File: src/core/itoc_pkg.sv
// Constants, types and register map of the inverse-time overcurrent block
package itoc_pkg;
  // Register byte offsets
  localparam logic [11:0] REG_CTRL     = 12'h000;
  localparam logic [11:0] REG_PICKUP   = 12'h004;
  localparam logic [11:0] REG_TMULT    = 12'h008;
  localparam logic [11:0] REG_STATUS   = 12'h00C;
  localparam logic [11:0] REG_ACCUM    = 12'h010;
  localparam logic [11:0] REG_CHARTIME = 12'h014;
  localparam logic [11:0] TRIP_BASE    = 12'h040;
  localparam logic [11:0] RST_BASE     = 12'h100;
  // Curve tables
  localparam logic [9:0]  TAB_DEPTH = 10'h014;
  localparam logic [4:0]  TAB_LAST  = 5'h13;
  localparam logic [31:0] TAB_RESET = 32'hFFFFFFFF;
  localparam logic [15:0] VAL_INF   = 16'hFFFF;
  localparam logic [15:0] UNITY_Q   = 16'h0100;
  // Pickup, dropout and immediate-reset ratios
  localparam logic [23:0] PU_NUM = 24'h00000B;
  localparam logic [23:0] PU_DEN = 24'h00000A;
  localparam logic [23:0] DO_NUM = 24'h000013;
  localparam logic [23:0] DO_DEN = 24'h000014;
  localparam logic [23:0] QR_NUM = 24'h000001;
  localparam logic [23:0] QR_DEN = 24'h000014;
  // Timing
  localparam int unsigned CLK_PERIOD_NS = 50;
  localparam int unsigned MS_PERIOD_NS  = 1000000;
  localparam int unsigned TICK_CYCLES_DEF = MS_PERIOD_NS / CLK_PERIOD_NS;
  localparam logic [8:0]  MC_STRETCH_MS = 9'h12C;
  localparam logic [23:0] ACC_MAX = 24'hFFFFFF;
  localparam logic [4:0]  DIV_LAST = 5'h1F;
  // Reset values
  localparam logic [15:0] PICKUP_RST = 16'h0100;
  localparam logic [15:0] TMULT_RST  = 16'h01F4;
  // Characteristic and manual-close selections
  localparam logic [1:0] CH_DIAL     = 2'h0;
  localparam logic [1:0] CH_USER_PU  = 2'h1;
  localparam logic [1:0] CH_USER_RST = 2'h2;
  localparam logic [1:0] MC_HS   = 2'h0;
  localparam logic [1:0] MC_LS   = 2'h1;
  localparam logic [1:0] MC_INV  = 2'h2;
  typedef struct packed {
    logic       hs_sup;
    logic [1:0] mc_sel;
    logic       disk;
    logic [1:0] charac;
    logic       en;
  } itoc_ctrl_t;
  localparam itoc_ctrl_t CTRL_RST = 7'h09;
  typedef enum logic [2:0] {
    ENG_IDLE, ENG_DIVM, ENG_SCAN, ENG_PICK, ENG_DIVI, ENG_DONE
  } itoc_eng_t;
endpackage : itoc_pkg

File: src/core/itoc_top.sv
// Inverse-time overcurrent decision logic with APB register file
`timescale 1ns/10ps
`default_nettype none
// What this block does
// RULE1: Pickup asserts when current reaches 110 percent of pickup setting.
// RULE2: Between 100 and 110 percent pickup may or may not assert.
// RULE3: Picked-up element drops out at 95 percent of pickup setting.
// RULE4: Infinite time multiplier still picks up but never trips.
// RULE5: Disk emulation resets gradually along the reset characteristic.
// RULE6: Manual-close impulse stretched so bypass stays active 300 ms.
// RULE7: Four-way selection picks high-set, low-set, inverse-time or none.
// RULE8: Bypass hits only the selected element, tripping at once if picked up.
// RULE9: Control switch feeds manual close onto its input.
// RULE10: Reclose-dependent mode inhibits high-set while reclosing blocked.
// RULE11: Reclosing equipment presents its enabled status on an input.
// RULE12: Trip table holds at most 20 current/time pairs.
// RULE13: Table currents scale by pickup, table times by time multiplier.
// RULE14: Points are ordered by ascending current whatever the entry order.
// RULE15: Ten pairs suffice; pairs with infinite current are unused.
// RULE16: Table times reset to infinity so no trip results.
// RULE17: Below smallest current, time of smallest point is used.
// RULE18: Above largest current, time of largest point is used.
// RULE19: Reset table used only with user pickup-and-reset characteristic.
// RULE20: Above largest reset current, its reset time is held.
// RULE21: Below smallest reset current, its reset time is held.
// RULE22: Current under 0.05 of pickup resets immediately.
// RULE23: Between neighbouring points time is linearly interpolated.
// RULE24: Trip when accumulated time reaches curve time; dropout cancels.
module itoc_top
  import itoc_pkg::*;
#(
  parameter int unsigned TICK_CYCLES = TICK_CYCLES_DEF
) (
  input  wire logic        pclk,
  input  wire logic        presetn,
  input  wire logic        psel,
  input  wire logic        penable,
  input  wire logic        pwrite,
  input  wire logic [11:0] paddr,
  input  wire logic [31:0] pwdata,
  output logic      [31:0] prdata,
  output logic             pready,
  output logic             pslverr,
  input  wire logic [15:0] meas_current,
  input  wire logic        manual_close_in,
  input  wire logic        reclose_enabled_in,
  output logic             ito_pickup,
  output logic             ito_trip,
  output logic             hs_bypass,
  output logic             ls_bypass,
  output logic             hs_enable
);
  itoc_ctrl_t  ctrl_ff;
  logic [15:0] pickup_set_ff, tmult_ff;
  logic [31:0] trip_tab_ff [20];
  logic [31:0] rst_tab_ff [20];
  logic [31:0] prdata_ff;
  logic        pready_ff, pslverr_ff;
  logic [14:0] tick_cnt_ff;
  logic        tick_ff;
  logic        pickup_ff, trip_ff, nxt_trip;
  logic [23:0] accum_ff, rst_cnt_ff, char_ms_ff;
  logic        char_inf_ff, char_pu_ff;
  logic [8:0]  mc_cnt_ff;
  logic        mc_active_ff, hs_bypass_ff, ls_bypass_ff, inv_bypass_ff;
  logic        hs_enable_ff;
  itoc_eng_t   eng_st_ff;
  logic        eng_pu_ff, eng_rst_ff;
  logic [4:0]  idx_ff, div_cnt_ff;
  logic [15:0] m_ff, eng_t_ff, lo_c_ff, lo_t_ff, hi_c_ff, hi_t_ff;
  logic        have_lo_ff, have_hi_ff;
  logic [16:0] div_rem_ff;
  logic [31:0] div_quo_ff;
  logic [15:0] div_den_ff;
  // Comparator and datapath wires
  logic [23:0] meas_w, set_w;
  logic        pu_hi, do_lo, quick_rst, gradual;
  logic [16:0] div_shift, div_rem_nxt;
  logic        div_fit;
  logic [31:0] div_quo_nxt, prod, ent;
  logic        slope_up;
  logic [15:0] dt, dm;
  logic [11:0] trip_off, rst_off;
  logic        trip_hit, rst_hit, wr_go;
  logic [31:0] rd_mux;
  logic        rd_ok, ro_reg;

  assign meas_w = {8'h00, meas_current};
  assign set_w  = {8'h00, pickup_set_ff};
  // Level comparisons against the pickup setting
  assign pu_hi     = (meas_w * PU_DEN) >= (set_w * PU_NUM); // RULE1 RULE2
  assign do_lo     = (meas_w * DO_DEN) <= (set_w * DO_NUM); // RULE3
  assign quick_rst = (meas_w * QR_DEN) <  (set_w * QR_NUM); // RULE22
  assign gradual = ((ctrl_ff.charac == CH_DIAL) && ctrl_ff.disk) ||
                   (ctrl_ff.charac == CH_USER_RST);

  // APB decode
  assign trip_off = paddr - TRIP_BASE;
  assign rst_off  = paddr - RST_BASE;
  assign trip_hit = (paddr >= TRIP_BASE) && (trip_off[11:2] < TAB_DEPTH) &&
                    (paddr[1:0] == 2'h0); // RULE12
  assign rst_hit  = (paddr >= RST_BASE) && (rst_off[11:2] < TAB_DEPTH) &&
                    (paddr[1:0] == 2'h0);
  assign wr_go = psel && penable && pready_ff && pwrite && !pslverr_ff;

  // Read multiplexer
  always_comb begin
    rd_mux = 32'h00000000;
    rd_ok  = 1'b1;
    ro_reg = 1'b0;
    if (trip_hit) begin
      rd_mux = trip_tab_ff[trip_off[6:2]];
    end else if (rst_hit) begin
      rd_mux = rst_tab_ff[rst_off[6:2]];
    end else begin
      case (paddr)
        REG_CTRL:   rd_mux = {25'h0000000, ctrl_ff};
        REG_PICKUP: rd_mux = {16'h0000, pickup_set_ff};
        REG_TMULT:  rd_mux = {16'h0000, tmult_ff};
        REG_STATUS: begin
          ro_reg = 1'b1;
          rd_mux = {26'h0000000, (!pickup_ff && accum_ff != 24'h000000),
                    char_inf_ff, hs_enable_ff, mc_active_ff, trip_ff, pickup_ff};
        end
        REG_ACCUM: begin
          ro_reg = 1'b1;
          rd_mux = {8'h00, accum_ff};
        end
        REG_CHARTIME: begin
          ro_reg = 1'b1;
          rd_mux = {char_inf_ff, 7'h00, char_ms_ff};
        end
        default: rd_ok = 1'b0;
      endcase
    end
  end

  // Bus answer, loaded in the setup cycle
  always_ff @(posedge pclk or negedge presetn) begin
    if (!presetn) begin
      pready_ff  <= 1'b0;
      pslverr_ff <= 1'b0;
      prdata_ff  <= 32'h00000000;
    end else begin
      pready_ff  <= psel && !penable;
      pslverr_ff <= psel && !penable && (!rd_ok || (pwrite && ro_reg));
      if (psel && !penable && !pwrite) begin
        prdata_ff <= rd_mux;
      end
    end
  end

  // Setting registers
  always_ff @(posedge pclk or negedge presetn) begin
    if (!presetn) begin
      ctrl_ff       <= CTRL_RST;
      pickup_set_ff <= PICKUP_RST;
      tmult_ff      <= TMULT_RST;
    end else if (wr_go) begin
      if (paddr == REG_CTRL) ctrl_ff <= itoc_ctrl_t'(pwdata[6:0]);
      if (paddr == REG_PICKUP) pickup_set_ff <= pwdata[15:0];
      if (paddr == REG_TMULT) tmult_ff <= pwdata[15:0];
    end
  end

  // Curve tables, times infinite after reset
  always_ff @(posedge pclk or negedge presetn) begin
    if (!presetn) begin
      for (int i = 0; i < 20; i++) begin
        trip_tab_ff[i] <= TAB_RESET; // RULE16
        rst_tab_ff[i]  <= TAB_RESET;
      end
    end else if (wr_go) begin
      if (trip_hit) trip_tab_ff[trip_off[6:2]] <= pwdata;
      if (rst_hit) rst_tab_ff[rst_off[6:2]] <= pwdata;
    end
  end

  // Millisecond tick
  always_ff @(posedge pclk or negedge presetn) begin
    if (!presetn) begin
      tick_cnt_ff <= 15'h0000;
      tick_ff     <= 1'b0;
    end else begin
      tick_ff <= (tick_cnt_ff == 15'(TICK_CYCLES - 1));
      if (tick_cnt_ff == 15'(TICK_CYCLES - 1)) tick_cnt_ff <= 15'h0000;
      else tick_cnt_ff <= tick_cnt_ff + 15'h0001;
    end
  end

  // Pickup with hysteresis
  always_ff @(posedge pclk or negedge presetn) begin
    if (!presetn) pickup_ff <= 1'b0;
    else if (!ctrl_ff.en) pickup_ff <= 1'b0;
    else if (!pickup_ff && pu_hi) pickup_ff <= 1'b1; // RULE1
    else if (pickup_ff && do_lo) pickup_ff <= 1'b0; // RULE3
  end

  // Restoring divider step
  assign div_shift   = {div_rem_ff[15:0], div_quo_ff[31]};
  assign div_fit     = div_shift >= {1'b0, div_den_ff};
  assign div_rem_nxt = div_fit ? div_shift - {1'b0, div_den_ff} : div_shift;
  assign div_quo_nxt = {div_quo_ff[30:0], div_fit};
  // Table entry, interpolation terms and time scaling
  assign ent      = eng_rst_ff ? rst_tab_ff[idx_ff] : trip_tab_ff[idx_ff];
  assign slope_up = hi_t_ff >= lo_t_ff;
  assign dt = slope_up ? hi_t_ff - lo_t_ff : lo_t_ff - hi_t_ff;
  assign dm = m_ff - lo_c_ff;
  assign prod = {16'h0000, eng_t_ff} * {16'h0000, tmult_ff}; // RULE13

  // Characteristic engine: multiple of pickup, neighbour search, interpolation
  always_ff @(posedge pclk or negedge presetn) begin
    if (!presetn) begin
      eng_st_ff <= ENG_IDLE;
      {eng_pu_ff, eng_rst_ff, have_lo_ff, have_hi_ff} <= 4'h0;
      {idx_ff, div_cnt_ff} <= 10'h000;
      {m_ff, lo_c_ff, lo_t_ff, hi_c_ff, hi_t_ff} <= 80'h0;
      eng_t_ff    <= VAL_INF;
      div_rem_ff  <= 17'h00000;
      div_quo_ff  <= 32'h00000000;
      div_den_ff  <= 16'h0000;
      char_ms_ff  <= 24'h000000;
      char_inf_ff <= 1'b1;
      char_pu_ff  <= 1'b0;
    end else begin
      case (eng_st_ff)
        ENG_IDLE: begin
          eng_pu_ff  <= pickup_ff;
          eng_rst_ff <= !pickup_ff && (ctrl_ff.charac == CH_USER_RST); // RULE19
          div_rem_ff <= 17'h00000;
          div_cnt_ff <= 5'h00;
          div_quo_ff <= {8'h00, meas_current, 8'h00}; // RULE13
          div_den_ff <= pickup_set_ff;
          if (ctrl_ff.charac == CH_DIAL) begin
            eng_t_ff  <= UNITY_Q;
            eng_st_ff <= ENG_DONE;
          end else begin
            eng_st_ff <= ENG_DIVM;
          end
        end
        ENG_DIVM, ENG_DIVI: begin
          div_rem_ff <= div_rem_nxt;
          div_quo_ff <= div_quo_nxt;
          div_cnt_ff <= div_cnt_ff + 5'h01;
          if (div_cnt_ff == DIV_LAST && eng_st_ff == ENG_DIVM) begin
            m_ff <= (div_quo_nxt[31:16] != 16'h0000) ? VAL_INF : div_quo_nxt[15:0];
            idx_ff     <= 5'h00;
            have_lo_ff <= 1'b0;
            have_hi_ff <= 1'b0;
            eng_st_ff  <= ENG_SCAN;
          end else if (div_cnt_ff == DIV_LAST) begin
            // RULE23
            eng_t_ff  <= slope_up ? lo_t_ff + div_quo_nxt[15:0] : lo_t_ff - div_quo_nxt[15:0];
            eng_st_ff <= ENG_DONE;
          end
        end
        ENG_SCAN: begin
          // Closest points either side, independent of entry order
          if (ent[15:0] != VAL_INF) begin // RULE15
            if (ent[15:0] <= m_ff && (!have_lo_ff || ent[15:0] >= lo_c_ff)) begin // RULE14
              lo_c_ff    <= ent[15:0];
              lo_t_ff    <= ent[31:16];
              have_lo_ff <= 1'b1;
            end
            if (ent[15:0] >= m_ff && (!have_hi_ff || ent[15:0] < hi_c_ff)) begin // RULE14
              hi_c_ff    <= ent[15:0];
              hi_t_ff    <= ent[31:16];
              have_hi_ff <= 1'b1;
            end
          end
          idx_ff <= idx_ff + 5'h01;
          if (idx_ff == TAB_LAST) eng_st_ff <= ENG_PICK;
        end
        ENG_PICK: begin
          eng_st_ff <= ENG_DONE;
          if (!have_lo_ff && !have_hi_ff) begin
            eng_t_ff <= VAL_INF;
          end else if (!have_lo_ff) begin
            eng_t_ff <= hi_t_ff; // RULE17 RULE21
          end else if (!have_hi_ff || lo_c_ff == hi_c_ff) begin
            eng_t_ff <= lo_t_ff; // RULE18 RULE20
          end else if (lo_t_ff == VAL_INF || hi_t_ff == VAL_INF) begin
            eng_t_ff <= VAL_INF;
          end else begin
            div_rem_ff <= 17'h00000;
            div_cnt_ff <= 5'h00;
            div_quo_ff <= {16'h0000, dt} * {16'h0000, dm}; // RULE23
            div_den_ff <= hi_c_ff - lo_c_ff;
            eng_st_ff  <= ENG_DIVI;
          end
        end
        ENG_DONE: begin
          char_inf_ff <= (eng_t_ff == VAL_INF) || (tmult_ff == VAL_INF); // RULE4 RULE16
          char_ms_ff  <= prod[31:8];
          char_pu_ff  <= eng_pu_ff;
          eng_st_ff   <= ENG_IDLE;
        end
        default: eng_st_ff <= ENG_IDLE;
      endcase
    end
  end

  // Accumulated pickup time
  always_ff @(posedge pclk or negedge presetn) begin
    if (!presetn) accum_ff <= 24'h000000;
    else if (!ctrl_ff.en || quick_rst) accum_ff <= 24'h000000; // RULE22
    else if (pickup_ff) begin
      if (tick_ff && accum_ff != ACC_MAX) accum_ff <= accum_ff + 24'h000001; // RULE24
    end else if (!gradual) accum_ff <= 24'h000000; // RULE24
    else if (!char_pu_ff && !char_inf_ff && rst_cnt_ff >= char_ms_ff) begin
      accum_ff <= 24'h000000; // RULE5
    end
  end

  // Reset timing while dropped out
  always_ff @(posedge pclk or negedge presetn) begin
    if (!presetn) rst_cnt_ff <= 24'h000000;
    else if (pickup_ff || !gradual || accum_ff == 24'h000000) rst_cnt_ff <= 24'h000000;
    else if (tick_ff && rst_cnt_ff != ACC_MAX) rst_cnt_ff <= rst_cnt_ff + 24'h000001; // RULE5
  end

  // Trip decision
  assign nxt_trip = ctrl_ff.en && pickup_ff && char_pu_ff && !char_inf_ff &&
                    (accum_ff >= char_ms_ff || inv_bypass_ff); // RULE24 RULE8 RULE4
  always_ff @(posedge pclk or negedge presetn) begin
    if (!presetn) trip_ff <= 1'b0;
    else trip_ff <= nxt_trip;
  end

  // Manual-close stretch and bypass selection
  always_ff @(posedge pclk or negedge presetn) begin
    if (!presetn) begin
      mc_cnt_ff     <= 9'h000;
      mc_active_ff  <= 1'b0;
      hs_bypass_ff  <= 1'b0;
      ls_bypass_ff  <= 1'b0;
      inv_bypass_ff <= 1'b0;
    end else begin
      if (manual_close_in) mc_cnt_ff <= MC_STRETCH_MS; // RULE6 RULE9
      else if (tick_ff && mc_cnt_ff != 9'h000) mc_cnt_ff <= mc_cnt_ff - 9'h001;
      mc_active_ff  <= manual_close_in || (mc_cnt_ff != 9'h000); // RULE6
      hs_bypass_ff  <= mc_active_ff && (ctrl_ff.mc_sel == MC_HS); // RULE7
      ls_bypass_ff  <= mc_active_ff && (ctrl_ff.mc_sel == MC_LS); // RULE7
      inv_bypass_ff <= mc_active_ff && (ctrl_ff.mc_sel == MC_INV); // RULE7 RULE8
    end
  end

  // High-set supervision by reclosing status
  always_ff @(posedge pclk or negedge presetn) begin
    if (!presetn) hs_enable_ff <= 1'b1;
    else hs_enable_ff <= !ctrl_ff.hs_sup || reclose_enabled_in; // RULE10 RULE11
  end

  assign prdata     = prdata_ff;
  assign pready     = pready_ff;
  assign pslverr    = pslverr_ff;
  assign ito_pickup = pickup_ff;
  assign ito_trip   = trip_ff;
  assign hs_bypass  = hs_bypass_ff;
  assign ls_bypass  = ls_bypass_ff;
  assign hs_enable  = hs_enable_ff;
endmodule : itoc_top
`default_nettype wire

File: config.mk
export PLATFORM = sky130hd
export DESIGN_NAME = itoc_top
export DESIGN_NICKNAME = d
export VERILOG_FILES = /design/src/core/itoc_pkg.sv /design/src/core/itoc_top.sv
export SDC_FILE = /design/constraint.sdc
export NUM_CORES = 2
export LEC_CHECK = 0
export BUFFER_PORTS_ARGS = -buffer_cell sky130_fd_sc_hd__buf_2
export CELL_PAD_IN_SITES_DETAIL_PLACEMENT = 1
export CELL_PAD_IN_SITES_GLOBAL_PLACEMENT = 1
export CORE_ASPECT_RATIO = 0.9
export CORE_MARGIN = 1.5
export CORE_UTILIZATION = 54
export CTS_CLUSTER_DIAMETER = 200
export DETAILED_ROUTE_END_ITERATION = 6
export HOLD_SLACK_MARGIN = 0.03
export PLACE_DENSITY_LB_ADDON = 0.1
export SYNTH_ARGS = -nofsm -noshare
export SYNTH_HDL_FRONTEND = slang
export SYNTH_SLANG_ARGS = --single-unit
File: constraint.sdc
create_clock -name pclk -period 9.6 [get_ports pclk]
set_input_delay 1.92 -clock pclk [delete_from_list [all_inputs] [get_ports pclk]]
set_output_delay 1.92 -clock pclk [all_outputs]
set_load 0.02 [all_outputs]
Word-level counts from Yosys, hierarchy flattened
Cells that the tools add are included.
{ "totals": {"register_bits": 1636, "out_inout_bits": 39, "word_cells": 350} }
{ "classes": {"n_addsub": 15, "n_mul": 6, "magnitude_cmp": 20, "n_eq_ne": 41, "mux": 91, "n_bitwise": 3, "n_reduce_logical": 93} }
{ "op_table": {"columns": ["op", "n"], "rows": [
  ["bitwise mux 640 bit", 2],
  ["binary-select mux 32 bit (select 5 bit)", 4],
  ["two-way mux 32 bit", 17],
  ["demux 32 bit (select 5 bit)", 2],
  ["two-way mux 16 bit", 19],
  ["one-hot mux 32 bit (6 select lines)", 1],
  ["two-way mux 24 bit", 7],
  ["one-hot mux 16 bit (3 select lines)", 2],
  ["one-hot mux 32 bit (3 select lines)", 1],
  ["subtractor 16 bit", 6],
  ["equality test 16 bit, second input constant", 4],
  ["multiplier 16 x 16 -> 32 bit", 2],
  ["adder 24 x 1 -> 24 bit, second input constant", 2],
  ["greater-or-equal comparator 16 bit", 3],
  ["greater-or-equal comparator 24 bit", 2],
  ["!= test 24 bit, second input constant", 2],
  ["multiplier 16 x 3 -> 19 bit, second input constant", 2],
  ["logical AND 1 bit", 35],
  ["one-hot mux 16 bit (2 select lines)", 1],
  ["two-way mux 5 bit", 5],
  ["equality test 12 x 4 -> 1 bit, second input constant", 2],
  ["equality test 12 x 5 -> 1 bit, second input constant", 2],
  ["<= comparator 24 x 21 -> 1 bit", 1],
  ["logical NOT 24 bit", 1],
  ["other kinds (59)", 144]
]} }

Longest topological paths before layout
{ "depth": {"depth_word": 11, "mapped_depth": 35, "ltp_nobuf": 34} }

Worst setup path after synthesis
No wires, ideal clock.
{ "synth_path": {"path_type": "register to register", "startpoint": "register lo_t_ff[15]", "endpoint": "register div_quo_ff[30]", "arrival_time_ps": 8071, "required_ps": 9473, "path_slack_ps": 1402, "stages_incl_launch_ff": 31, "path_buffers": 1, "path_cell_list": "dfrtp_1 -> inv_1 -> ha_1 -> or4_1 -> a221oi_2 -> and4_1 -> o21ai_0 -> a32oi_1 -> nor2_1 -> a31o_2 -> xor2_1 -> clkbuf_1 -> nand2_1 -> fa_1 -> fa_1 -> fa_1 -> fa_1 -> inv_1 -> fa_1 -> inv_1 -> fa_1 -> inv_1 -> ha_1 -> a21o_1 -> a21oi_1 -> a211oi_1 -> nor4bb_1 -> nor3_1 -> o41ai_1 -> a211o_1 -> nand3_1"} }
{ "synth_between": {"elab_chain_cells": 8} }
{ "synth_lines": {"columns": ["item", "line_no", "text"], "rows": [
  ["start, declared", "itoc_top.sv:70", "logic [15:0] m_ff, eng_t_ff, lo_c_ff, lo_t_ff, hi_c_ff, hi_t_ff;"],
  ["start signal, assigned", "itoc_top.sv:262", "lo_t_ff <= ent[31:16];"],
  ["subtractor 16 bit / greater-or-equal comparator 16 bit (equally long branches)", "itoc_top.sv:207, itoc_top.sv:206", null],
  ["two-way mux 16 bit", "itoc_top.sv:207", "assign dt = slope_up ? hi_t_ff - lo_t_ff : lo_t_ff - hi_t_ff;"],
  ["multiplier 16 x 16 -> 32 bit", "itoc_top.sv:287", "div_quo_ff <= {16'h0000, dt} * {16'h0000, dm};"],
  ["two-way mux 32 bit", "itoc_top.sv:282", "end else if (lo_t_ff == VAL_INF || hi_t_ff == VAL_INF) begin"],
  ["two-way mux 32 bit", "itoc_top.sv:280", "end else if (!have_hi_ff || lo_c_ff == hi_c_ff) begin"],
  ["two-way mux 32 bit", "itoc_top.sv:278", "end else if (!have_lo_ff) begin"],
  ["two-way mux 32 bit", "itoc_top.sv:276", "if (!have_lo_ff && !have_hi_ff) begin"],
  ["one-hot mux 32 bit (3 select lines)", "itoc_top.sv:226", "case (eng_st_ff)"],
  ["end signal, assigned", "itoc_top.sv:232", "div_quo_ff <= {8'h00, meas_current, 8'h00};"],
  ["end signal, assigned", "itoc_top.sv:243", "div_quo_ff <= div_quo_nxt;"],
  ["end signal, assigned", "itoc_top.sv:287", null],
  ["end, declared", "itoc_top.sv:73", "logic [31:0] div_quo_ff;"]
]} }
Several ways; a longest one is shown, not always the timed one. The select of a mux whose other input is x is not followed.
A chain may end at the register's enable or synchronous reset.

Final worst setup path
{ "layout_path": {"startpoint": "register lo_t_ff[14]", "endpoint": "register div_quo_ff[31]"} }
Same word-level chain as after synthesis.

==> reports/results.ini <==
[sta]
worst_slew_pin_slew_ns=1.52
fin_crit_ns=9.28
fin_crit_sh_pct=96.7
setup_viol=0
slew_headroom_pct=-2.11
hold_viol_final=0
skew_ns=0.0659
fmax_mhz=108
slew_viol_final=3

[final_layout]
drive_above_1_share_pct=43.6
final_cells=12200
fin_nets=10200
fillers=20600
synthToLayoutAreaGrowth_pct=8.22
area.sequential_sq_um=42600
multi_input_area_sq_um=66200

[yosys]
yosysWarnings=0
synth_edf_count=0
synth_flop_cell=dfstp_2
synth_top_cell_by_area=dfstp_2
synth_fp_nets=10400
avgSynthCellArea_sq_um=12.2
ys_seq_area_share_pct=37.3
ys_ff_latch=1636
synth_area_sq_um=114000
yosysMostFrequentCell=mux2_2
ys_types=103
synth_area_leaders=dfstp_2, mux2_2, mux4_2
async_flop_share_pct=100
syn-instance-count=9351
synthTopCellsByCount=mux2_2, dfstp_2, inv_1, mux4_2, nand2_1
yosysTopAreaCellShare_pct=30.1

[setup_path]
reg2reg_depth=31
cpMostUsedCell=fa_1
crit_path_start=lo_t_ff[14]
r2r_slack_ns=0.32
crit_slowest_cell=fa_1
slowest_delay_ns=0.54
critPathCaptureType=flop
cp_data_arrival_time_ns=10.02
cp-endpoint=div_quo_ff[31]
start_kind=flop
r2r_start=lo_t_ff[14]
path_buf_inv=5
worstPathRequired_ns=10.34
critPathTopFamily=adder cells
cp.depth=31
crit_type=flop to flop
path_max_fanout=10
regToRegEndpoint=div_quo_ff[31]

[floorplan]
start_util_pct=54.5
num_rows=159
coreArea_sq_um=209000
chipHeight_microns=439
die_w_microns=488
num_io_pins=106
dieArea_sq_um=214000

[cts]
clk_pin_slew_worst_paths_ns=0.07
cts.path.max_buffers=3
cts_tree=done
clock_latency_ns=0.91
htreeDepth=4
cts_inserted_buffers=180
ctsRootBufferMaster=clkbuf_16
clkSinkCount=1636

[status]
status=complete, but fails checks
violations=capacitance limit, slew limit

[global_routing]
antenna_found_initial=34
met1_usage_pct=54.0
grt.overflow.total=0
grt_start_max_net_pins=193
use_met2_pct=58.4
use_met3_pct=9.14
top_usage_layer=met2
grt_pass1_wl_mm=612
grtUsageTotal_pct=39.1
grt_pass1_vias=88000

[power_and_ir_drop]
leakagePower_nw=53.0
power_density_nw_per_um2=121
ir_drop_mv=0.137
report.power.total_mw=14.9

[drt]
drt_pass1_iterations=6
drt_iter0_markers=8522
drc=0
via_count=82800
vias_per_cell=6.80
routedWlPerCell_microns=34.1
ant_nets=0
finalWirelength_mm=415

[placed_design]
dp_hpwl_mm=276
portBuffers=105
globalplace.congestion=0.934
dp.cells=11800

[flow_run]
cap_violations=1

[hold_path]
hold_class=flop to flop

## per-stage QoR
| step | hold slack [ns] | instance area (sq um) | setup TNS [ns] | util (%) | setup slack (ns) |
|---|---|---|---|---|---|
| 2_1_floorplan | 0.395 | 114000 | 0 | - | 1.40 |
| 3_3_place_gp | 0.463 | 117000 | 0 | 56.1 | 0.274 |
| 3_5_place_dp | 0.470 | 117000 | 0 | 56.1 | 0.0628 |
| 4_1_cts | 0.478 | 123000 | 0 | 58.9 | 0.0891 |
| 5_1_grt | 0.509 | 124000 | -0.249 | 59.0 | -0.0760 |
| 6_report | 0.477 | 124000 | 0 | 59.0 | 0.316 |
## tightest hold or removal path, stage by stage (launching register included)
cell,delay (ns)
dfrtp_1,0.33
nand2_1,0.05
o21ai_0,0.06
## power breakdown
group	internal, mW	switching, mW
registers	6.93	0.0101
logic	0.197	0.572
clock network	4.10	3.14
## cells in the final DEF, fill, tap and decap left out, types with 311 or more instances in the layout
master and n:
mux2_2 1353, dfrtp_1 324, fa_1 419, nand2_1 614
ha_1 554, inv_1 775, mux4_2 655, nor2_1 336
dfstp_2 1307, a21oi_1 311
## final cells by class
cell class                 instances  share of cell area, %
multi-input combinational       6279                   53.5
antenna                           11                 0.0223
sequential                      1636                   34.4
clock buffer                     271                   4.27
timing repair buffer             314                   1.86
inverter                         781                   2.38
tap                             2817                   2.85
clock inverter                    62                  0.639
## what timing repair did
item | 4_1_cts | 5_1_grt
endpoints found under the setup margin | 0 | 15
resized for setup | 0 | 12
buffers inserted | 0 | 3
hold buffers | 0 | 0
## sequential cells by signal (all words and copies together), names as in the netlist, 24 cells and up
name	cells
trip_tab_ff	640
prdata	32
accum_ff	24
rst_cnt_ff	24
div_quo_ff	32
rst_tab_ff	640
char_ms_ff	24
## layer usage
metal / vias to the layer above / part of all wire (%)
li1: 33500 / -
met1: 44400 / 41
met2: 3863 / 44
met3: 1089 / 8.9
met4: 20 / 5.5
met5: - / 0.033
## cell families after synthesis
kind of cell / Yosys count / share of synthesized area, %
simple gates: 1742 / 7.29
compound gates: 1163 / 6.66
buf+inv: 1436 / 5.18
mux: 2196 / 28.6
xor+xnor: 205 / 1.57
fa+ha+maj: 973 / 13.4
flops: 1636 / 37.3
## worst min-delay path by stage
stage,startpoint,endpoint,slack [ns],depth (start not counted)
final,prdata[13],prdata[13],0.48,2
after CTS,prdata[13],prdata[13],0.48,2
after detailed placement,prdata[13],prdata[13],0.47,2
after floorplan,ctrl_ff[6],hs_enable,0.40,1
after global routing,tick_cnt_ff[0],tick_cnt_ff[0],0.51,1
after global placement,prdata[17],prdata[17],0.46,1
Power figures use the tool's default switching activity.
